==> config.mk <==
export PLATFORM = sky130hd
export DESIGN_NAME = dcd_divider
export DESIGN_NICKNAME = d
export VERILOG_FILES = /design/src/hdl/dcd_pkg.sv /design/src/hdl/dcd_sync.sv /design/src/hdl/dcd_divider.sv
export VERILOG_INCLUDE_DIRS = /design/src /design/src/hdl
export SDC_FILE = /design/constraint.sdc
export NUM_CORES = 1
export LEC_CHECK = 0
export BUFFER_PORTS_ARGS = -buffer_cell sky130_fd_sc_hd__clkbuf_2
export CORE_UTILIZATION = 60
export CTS_CLUSTER_SIZE = 12
export DETAILED_ROUTE_END_ITERATION = 8
export PLACE_DENSITY = 0.8
export RECOVER_POWER = 25
export SLEW_MARGIN = 20
export SYNTH_ARGS = -nofsm -noshare
export SYNTH_HDL_FRONTEND = slang
export SYNTH_HIERARCHICAL = 1
export SYNTH_SLANG_ARGS = --single-unit
==> constraint.sdc <==
create_clock -name core_clk -period 5.1 [get_ports core_clk]
set_input_delay 0.255 -clock core_clk [delete_from_list [all_inputs] [get_ports core_clk]]
set_output_delay 0.255 -clock core_clk [all_outputs]
set_load 0.005 [all_outputs]
==> src/hdl/dcd_defines.svh <==
// Constants for the divide-by-three / divide-by-five clock divider.
// Assumes a single core clock that samples the divided input clock as a pin.
// What this block does
// - The output runs at one third of the input clock rate with ratio select low and one fifth with it high.
// - With enable low and clear inactive the true output is low and the complement high, whatever the ratio.
// - Enable is sampled on an input rising edge and the output starts or stops only at the next falling edge.
// - Master clear low forces the true output low and the complement high at once, over enable and ratio.
// - Enable, master clear and ratio select read as high out of reset; nothing holds an undriven pin high after that.
// - Dividing by three, the high part of each output period lies between 45 and 55 percent of it.
// - Dividing by five, the high part of each output period lies between 47 and 53 percent of it.
`ifndef DCD_DEFINES_SVH
`define DCD_DEFINES_SVH

// Output period in input half periods is twice the half count
`define DCD_HALF_DIV3 4'h3
`define DCD_HALF_DIV5 4'h5
`define DCD_LAST_DIV3 4'h5
`define DCD_LAST_DIV5 4'h9
`define DCD_PHASE_ZERO 4'h0
`define DCD_PHASE_STEP 4'h1

// Pin group order {in_p, in_n, enable, master_clear_n, div_sel}
`define DCD_PIN_WIDTH 5
`define DCD_SYNC_RST 5'h07

// Core clock period in ns; the input clock must stay below about a quarter of this rate
`define DCD_CORE_PERIOD_NS 40

`endif

==> src/hdl/dcd_pkg.sv <==
// Types shared by the clock divider files.
// Assumes nothing beyond the defines header.
package dcd_pkg;

    typedef struct packed {
        logic enable;
        logic master_clear_n;
        logic div_sel;
    } dcd_ctrl_type;

    typedef enum logic [1:0] {
        DCD_OFF = 2'b01,
        DCD_ON = 2'b10
    } dcd_state_type;

endpackage

==> src/hdl/dcd_sync.sv <==
// Two-stage synchroniser for the divider's pin group.
// Assumes every input bit is asynchronous to core_clk.
`timescale 1ns/100ps
`include "dcd_defines.svh"
module dcd_sync (
    input wire logic core_clk,
    input wire logic rst,
    input wire logic [`DCD_PIN_WIDTH-1:0] pin_raw,
    output logic [`DCD_PIN_WIDTH-1:0] pin_sync
);
    import dcd_pkg::*;

    localparam logic [`DCD_PIN_WIDTH-1:0] RST_VAL = `DCD_SYNC_RST;
    logic [`DCD_PIN_WIDTH-1:0] stage1_reg;
    logic [`DCD_PIN_WIDTH-1:0] stage2_reg;

    genvar i;
    generate
        for (i = 0; i < `DCD_PIN_WIDTH; i = i + 1) begin : g_bit
            // Control bits come out of reset high, as an unconnected pin would read
            always_ff @(posedge core_clk or posedge rst) begin
                if (rst) begin
                    stage1_reg[i] <= RST_VAL[i];
                    stage2_reg[i] <= RST_VAL[i];
                end else begin
                    stage1_reg[i] <= pin_raw[i];
                    stage2_reg[i] <= stage1_reg[i];
                end
            end
        end
    endgenerate

    assign pin_sync = stage2_reg;

endmodule

==> src/hdl/dcd_divider.sv <==
// Divide-by-three / divide-by-five clock divider with enable and master clear.
// Assumes the differential input clock is sampled by core_clk and is slow enough
// that each input half period spans several core_clk cycles.
`timescale 1ns/100ps
`include "dcd_defines.svh"
module dcd_divider (
    input wire logic core_clk,
    input wire logic rst,
    input wire logic in_clk_p,
    input wire logic in_clk_n,
    input wire dcd_pkg::dcd_ctrl_type ctrl,
    output logic q_out,
    output logic q_n_out
);
    import dcd_pkg::*;

    logic [`DCD_PIN_WIDTH-1:0] pin_raw;
    logic [`DCD_PIN_WIDTH-1:0] pin_sync;
    logic s_p;
    logic s_n;
    logic s_en;
    logic s_mr;
    logic s_sel;
    logic clear_active;

    assign pin_raw = {in_clk_p, in_clk_n, ctrl.enable, ctrl.master_clear_n, ctrl.div_sel};

    dcd_sync u_sync (
        .core_clk(core_clk),
        .rst(rst),
        .pin_raw(pin_raw),
        .pin_sync(pin_sync)
    );

    assign s_p = pin_sync[4];
    assign s_n = pin_sync[3];
    assign s_en = pin_sync[2];
    assign s_mr = pin_sync[1];
    assign s_sel = pin_sync[0];
    assign clear_active = ~s_mr;

    // Input edge detection on the differential pair
    logic lvl_reg;
    logic lvl_next;
    logic rise;
    logic fall;

    always_comb begin
        lvl_next = lvl_reg;
        // An equal pair carries no level; hold the last one rather than invent an edge
        if (s_p != s_n) begin
            lvl_next = s_p;
        end
        rise = lvl_next & ~lvl_reg;
        fall = ~lvl_next & lvl_reg;
    end

    always_ff @(posedge core_clk or posedge rst) begin
        if (rst) begin
            lvl_reg <= 1'b0;
        end else begin
            lvl_reg <= lvl_next;
        end
    end

    // Divider state: run state, enable pending, phase counter, latched ratio, output
    dcd_state_type state_reg;
    dcd_state_type state_next;
    logic pend_reg;
    logic pend_next;
    logic [3:0] phase_reg;
    logic [3:0] phase_next;
    logic sel_reg;
    logic sel_next;
    logic q_reg;
    logic q_next;
    logic [3:0] half;
    logic [3:0] last;
    logic [3:0] phase_inc;

    always_comb begin
        state_next = state_reg;
        pend_next = pend_reg;
        phase_next = phase_reg;
        sel_next = sel_reg;
        q_next = q_reg;
        half = sel_reg ? `DCD_HALF_DIV5 : `DCD_HALF_DIV3;
        last = sel_reg ? `DCD_LAST_DIV5 : `DCD_LAST_DIV3;
        phase_inc = phase_reg + `DCD_PHASE_STEP;
        if (clear_active) begin
            state_next = DCD_OFF;
            pend_next = 1'b0;
            phase_next = `DCD_PHASE_ZERO;
            sel_next = s_sel;
            q_next = 1'b0;
        end else begin
            if (rise) begin
                pend_next = s_en;
            end
            case (state_reg)
                DCD_OFF: begin
                    q_next = 1'b0;
                    if (fall && pend_reg) begin
                        state_next = DCD_ON;
                        phase_next = `DCD_PHASE_ZERO;
                        sel_next = s_sel;
                        q_next = 1'b1;
                    end
                end
                DCD_ON: begin
                    if (fall && !pend_reg) begin
                        // Stopping may cut the current high phase short
                        state_next = DCD_OFF;
                        phase_next = `DCD_PHASE_ZERO;
                        q_next = 1'b0;
                    end else if (rise || fall) begin
                        // Both input edges count, so the high time is exactly half the period
                        if (phase_reg == last) begin
                            phase_next = `DCD_PHASE_ZERO;
                            sel_next = s_sel;
                            q_next = 1'b1;
                        end else begin
                            phase_next = phase_inc;
                            q_next = (phase_inc < half);
                        end
                    end
                end
                default: begin
                    state_next = DCD_OFF;
                    phase_next = `DCD_PHASE_ZERO;
                    q_next = 1'b0;
                end
            endcase
        end
    end

    always_ff @(posedge core_clk or posedge rst) begin
        if (rst) begin
            state_reg <= DCD_OFF;
            pend_reg <= 1'b0;
            phase_reg <= `DCD_PHASE_ZERO;
            sel_reg <= 1'b1;
            q_reg <= 1'b0;
        end else begin
            state_reg <= state_next;
            pend_reg <= pend_next;
            phase_reg <= phase_next;
            sel_reg <= sel_next;
            q_reg <= q_next;
        end
    end

    // The raw pin gates the output so a clear needs no clock edge
    assign q_out = q_reg & ctrl.master_clear_n;
    assign q_n_out = ~q_out;

    // Checks

    off_output_low_a: assert property (@(posedge core_clk) disable iff (rst)
        (state_reg == DCD_OFF) |-> (!q_out && q_n_out))
        else $error("output not parked while divider is off");

    clear_forces_a: assert property (@(posedge core_clk) disable iff (rst)
        !ctrl.master_clear_n |-> (!q_out && q_n_out))
        else $error("master clear did not force the outputs");

    phase_bound_a: assert property (@(posedge core_clk) disable iff (rst)
        (state_reg == DCD_ON) |-> (phase_reg <= (sel_reg ? `DCD_LAST_DIV5 : `DCD_LAST_DIV3)))
        else $error("phase counter ran past the period");

    start_on_fall_a: assert property (@(posedge core_clk) disable iff (rst)
        $rose(state_reg == DCD_ON) |-> ($past(fall) && $past(pend_reg) && q_reg))
        else $error("output started without a rising then falling edge");

    stop_on_fall_a: assert property (@(posedge core_clk) disable iff (rst)
        ($fell(state_reg == DCD_ON) && $past(s_mr)) |-> ($past(fall) && !$past(pend_reg)))
        else $error("output stopped away from a falling edge");

    duty_div3_a: assert property (@(posedge core_clk) disable iff (rst)
        (state_reg == DCD_ON && !sel_reg) |-> (q_reg == (phase_reg < `DCD_HALF_DIV3)))
        else $error("divide by three high time is not half the period");

    duty_div5_a: assert property (@(posedge core_clk) disable iff (rst)
        (state_reg == DCD_ON && sel_reg) |-> (q_reg == (phase_reg < `DCD_HALF_DIV5)))
        else $error("divide by five high time is not half the period");

    pins_default_a: assert property (@(posedge core_clk)
        $fell(rst) |-> (s_en && s_mr && s_sel))
        else $error("control pins do not default high after reset");

    clear_restart_a: assert property (@(posedge core_clk) disable iff (rst)
        clear_active |=> (phase_reg == `DCD_PHASE_ZERO && state_reg == DCD_OFF))
        else $error("clear did not restart the divider");

    ratio_at_wrap_a: assert property (@(posedge core_clk) disable iff (rst)
        ($changed(sel_reg) && $past(s_mr) && $past(state_reg == DCD_ON)) |-> (phase_reg == `DCD_PHASE_ZERO))
        else $error("ratio changed away from a counter wrap");

    ratio_held_a: assert property (@(posedge core_clk) disable iff (rst)
        (state_reg == DCD_ON && phase_reg != `DCD_PHASE_ZERO) |-> $stable(sel_reg))
        else $error("ratio changed in the middle of a period");

    clear_pend_a: assert property (@(posedge core_clk) disable iff (rst)
        clear_active |=> !pend_reg)
        else $error("clear left an enable pending");

    enable_latch_a: assert property (@(posedge core_clk) disable iff (rst)
        (rise && !clear_active) |=> (pend_reg == $past(s_en)))
        else $error("enable not taken at an input rising edge");

    pend_hold_a: assert property (@(posedge core_clk) disable iff (rst)
        (!rise && !clear_active) |=> $stable(pend_reg))
        else $error("pending enable moved away from a rising edge");

    off_until_fall_a: assert property (@(posedge core_clk) disable iff (rst)
        (state_reg == DCD_OFF && !fall) |=> (state_reg == DCD_OFF))
        else $error("divider started away from a falling edge");

    phase_step_a: assert property (@(posedge core_clk) disable iff (rst)
        (state_reg == DCD_ON && !clear_active && rise && phase_reg != last) |=> (phase_reg == $past(phase_reg) + 4'h1))
        else $error("phase counter did not advance on an input edge");

endmodule

Word level (Yosys, flattened, before mapping)
Cells that the tools add are included. Widths: inputs -> output; s select.

Equal/unequal tests: 12. Divide/modulo/power cells: 0. Shift-type cells: 0. Reduce and logical (&&, ||, !) cells: 7. Muxes and demuxes: 27. Bitwise logic cells: 6. Multiply operators: 0. Add/sub/neg operators: 1. Order comparisons: 1.

Operators with widths (number): $mux 4 (6); $ne 3x3->1 const B (6); $mux 1 (13); $pmux 4 s2 (1); $mux 2 (3); $reduce_and 5->1 (1); $add 4x1->4 const B (1); $eq 4x4->1 (1); $lt 4x3->1 (1); $ne 4x4->1 const B (1); $pmux 1 s2 (2); $pmux 2 s2 (1); $reduce_and 2->1 (2); $and 1x1->1 (3); $mux 3 (1); $not 1->1 (3); $eq 2x1->1 const B (1); $eq 2x2->1 const B (1); $logic_and 1x1->1 (2); $ne 2x2->1 const B (1); $logic_not 1->1 (1); $logic_or 1x1->1 (1); $ne 1x1->1 (1).

Output and inout bits: 2. Bits in writable memories: 0. Memories kept: 0. Bits in read-only memories: 0. Word-level logic and storage cells: 70. Latch bits: 0. Register bits: 20.

Longest topological paths before layout
Depth in word-level cells: 9. Mapped depth: 9. Gate-level depth less buffers: 9.

Modules after synthesis
The synthesis kept the hierarchy.

Modules (own cells, without submodules): dcd_divider (area an instance 730.7 um2, cells each 80, sequential area each 252.7 um2, instances 1); dcd_sync (area an instance 261.5 um2, cells each 11, sequential area each 257.7 um2, instances 1).

Least setup slack after synthesis
Ideal clock, no wire load.

Path type: reg-to-reg. Start: register lvl_reg. End: register phase_reg[3]. Required time: 5.026 ns. Cell stages (with the launch flop): 10. Arrival time: 1.768 ns. Library setup time: 0.074 ns. Buffers on the path: 0. Setup slack: 3.258 ns. Cell sequence: dfrtp_1 nand2_1 nand2_1 o21ai_1 inv_1 ha_1 a22oi_2 nor2_2 or3_4 o21ai_2.

Cells in the longest elaborated chain, start to end: 7. Elaborated cells between the ends (all ways): 14.

Ends and longest elaborated chain: start: declaration (line dcd_divider.sv:43) `logic lvl_reg;`; start signal: assignment (line dcd_divider.sv:62) `lvl_reg <= lvl_next;`; $mux 1 * (line dcd_divider.sv:51) `if (s_p != s_n) begin`; via lvl_next (line dcd_divider.sv:44) `logic lvl_next;`; $not 1->1 (line dcd_divider.sv:55) `fall = ~lvl_next & lvl_reg;`; $and 1x1->1 (line dcd_divider.sv:55); $logic_and 1x1->1 (line dcd_divider.sv:111) `if (fall && !pend_reg) begin`; $mux 4 (line dcd_divider.sv:111); $pmux 4 s2 (line dcd_divider.sv:100) `case (state_reg)`; $mux 4 (line dcd_divider.sv:90) `if (clear_active) begin`; end signal: assignment (line dcd_divider.sv:141) `` phase_reg <= `DCD_PHASE_ZERO; ``; end signal: assignment (line dcd_divider.sv:147) `phase_reg <= phase_next;`; end: declaration (line dcd_divider.sv:71) `logic [3:0] phase_reg;`.

The timed path passes the listed nets; every way through them passes the cells marked *. A chain may end at the register's enable or synchronous reset.

Final worst setup path
Start: register lvl_reg. End: register phase_reg[0].

Same word-level chain as after synthesis.

==> flow_metrics.tcl <==
set metrics [dict create \
    synthFlopType "dfrtp_1" \
    rows 14 \
    postCtsSetupRepairBufs 0 \
    most-common-layout-cells "inv_1, dfrtp_1, nand2_1" \
    setup.worst_path.start "lvl_reg" \
    gp_congestion 0.844 \
    cts_buffer_depth 2 \
    grt_overflow 0 \
    critPathCapture "phase_reg[0]" \
    synth_seq_area_share 0.515 \
    period_needed_ns 2.02 \
    synth-edff-count 0 \
    grt_pass1_vias 690 \
    r2r-end "phase_reg[0]" \
    fin_tns_setup_ns 0 \
    status "finished clean" \
    r2r_setup_slack_ns 3.08 \
    drv_slew 0 \
    reg2reg_from "lvl_reg" \
    tritoncts "done" \
    post_drt_wl_per_cell_um 13.5 \
    power.ir.vdd_worst_v 0.000242 \
    portBuffers 8 \
    syn_nets 105 \
    fin_crit_sh 0.396 \
    critical_path.startpoint_type "flop" \
    syn_area_sq_um 992 \
    synth_cells 91 \
    htreeDepth 1 \
    power_density_nw_per_um2 301 \
    finalInstanceArea_sq_um 1100 \
    via_per_inst 5.89 \
    slew_headroom 0.729 \
    cts_resized 0 \
    cp_slowest_cell "dfrtp_1" \
    rsz0062_at_grt "false" \
    path_cells "nand2_1, nand2_1, o21ai_1, inv_1, ha_1, a22oi_2, nor2_2, or3_4, o21ai_1" \
    fin_cells 119 \
    die_area_sq_um 1820 \
    cts_inserted_buffers 3 \
    drt_iter0_markers 13 \
    die_y_um 42.7 \
    nets 118 \
    leakage_nw 0.540 \
    vias 701 \
    start_util 0.651 \
    yosysWarnings 6 \
    die_w_um 42.7 \
    grt_pass1_wl_um 2790 \
    antenna_found_initial 0 \
    cts-root-buf "clkbuf_4" \
    hold_path.class "input pin to flop" \
    hold_violations 0 \
    async_flop_share 1.00 \
    place_inst 114 \
    reg2reg_depth 9 \
    drive_gt1_frac 0.252 \
    dpl.hpwl_um 1210 \
    drc_errors 0 \
    cp.required_ns 5.33 \
    gr-usage-all-layers 0.208 \
    postSynthAreaPerCell_sq_um 10.9 \
    cp_max_fo 6 \
    insertion_delay_ns 0.30 \
    diodes 0 \
    hold_ws_ns 0.0180 \
    ys_seq_elements 20 \
    io_pins 9 \
    cts.clk_slew.worst_paths_ns 0.11 \
    synth_cell_type_count 33 \
    place_area_sq_um 1040 \
    wirelength_um 1610 \
    crit_path_end_kind "flop" \
    setup-violations-final 0 \
    crit_arrival_ns 2.25 \
    core-area_sq_um 1520 \
    fmax_ghz 0.495 \
    max-cap-violations 0 \
    critPathMaxStageDelay_ns 0.43 \
    area_growth_pct 11.1 \
    dr.pass1.iters 4 \
    ant_nets 0 \
    crit_type "flop to flop" \
    numClockSinks 20 \
    worstMarginPinSlew_ns 0.406 \
    grt_max_degree 13 \
    skew_ns 0.00702 \
]
## cell families (layout without fill, tap and decap cells)
group                    Yosys count  count (layout)  synth area share
AO/OA/AOI/OAI                     22              22             0.160
adder cells (fa/ha/maj)            7               7            0.0883
buffers and inverters             13              25            0.0567
multiplexers                       3               3            0.0315
flip-flops                        20              20             0.515
AND/OR/NAND/NOR                   24              24             0.131
XOR/XNOR                           2               2            0.0177
## metal layers
metal / vias up / global-route usage / share of wire
met5: - / 0 / 0
met1: 346 / 0.246 / 0.43
met3: 2 / 0.0383 / 0.035
met4: 0 / 0.0750 / 0.0081
li1: 335 / - / -
met2: 18 / 0.373 / 0.53
## metrics by stage
step	util	worst slack, ns	power [W]
CTS	0.724	3.09	0.000333
global placement	0.683	3.21	0.000204
finish	0.723	3.08	0.000332
floorplan	-	3.26	0.000196
detailed placement	0.683	3.12	0.000205
global route	0.723	2.95	0.000343
## final cells by class
type | count | area (sq um)
Inverter | 12 | 45.0
Fill cell | 105 | 422
Multi-Input combinational cell | 58 | 425
Clock inverter | 1 | 30.0
Timing Repair Buffer | 9 | 48.8
Clock buffer | 3 | 22.5
Tap cell | 16 | 20.0
Sequential cell | 20 | 510
## worst min path at each step
stage,startpoint,to,slack [ns],depth (start not counted)
finish,ctrl[2],u_sync/stage1_reg[2],0.02,1
global route,ctrl[2],u_sync/stage1_reg[2],0.001,1
detailed placement,rst,u_sync/pin_sync[4],0.22,2
floorplan,rst,u_sync/pin_sync[3],0.09,1
global placement,rst,u_sync/pin_sync[3],0.22,2
CTS,ctrl[2],u_sync/stage1_reg[2],0.02,1
## worst max-delay path, delay by kind of cell (launching register included)
| kind | cells | cell delay (ns) |
|---|---|---|
| compound gates | 3 | 0.44 |
| flops | 1 | 0.43 |
| fa+ha+maj | 1 | 0.36 |
| buf+inv | 1 | 0.09 |
| simple gates | 4 | 0.63 |
## timing repair
action                                  CTS  global route
endpoints found under the hold margin    12             0
hold buffers                              1             0
endpoints found under the setup margin    0             0
## Yosys cell counts, drive strengths merged, types with 3 or more instances
master / number / area (sq um)
inv: 12 / 45.0
ha: 7 / 87.6
nand3: 3 / 15.0
a21oi: 3 / 15.0
dfstp: 8 / 210
nand2: 9 / 33.8
dfrtp: 12 / 300
nor2: 3 / 13.8
o21ai: 10 / 57.6
## power breakdown
part / internal [W] / switching (W)
Sequential: 0.000168 / 0.00000467
Combinational: 0.0000120 / 0.0000188
Clock: 0.0000795 / 0.0000484
Power figures use the tool's default switching activity.
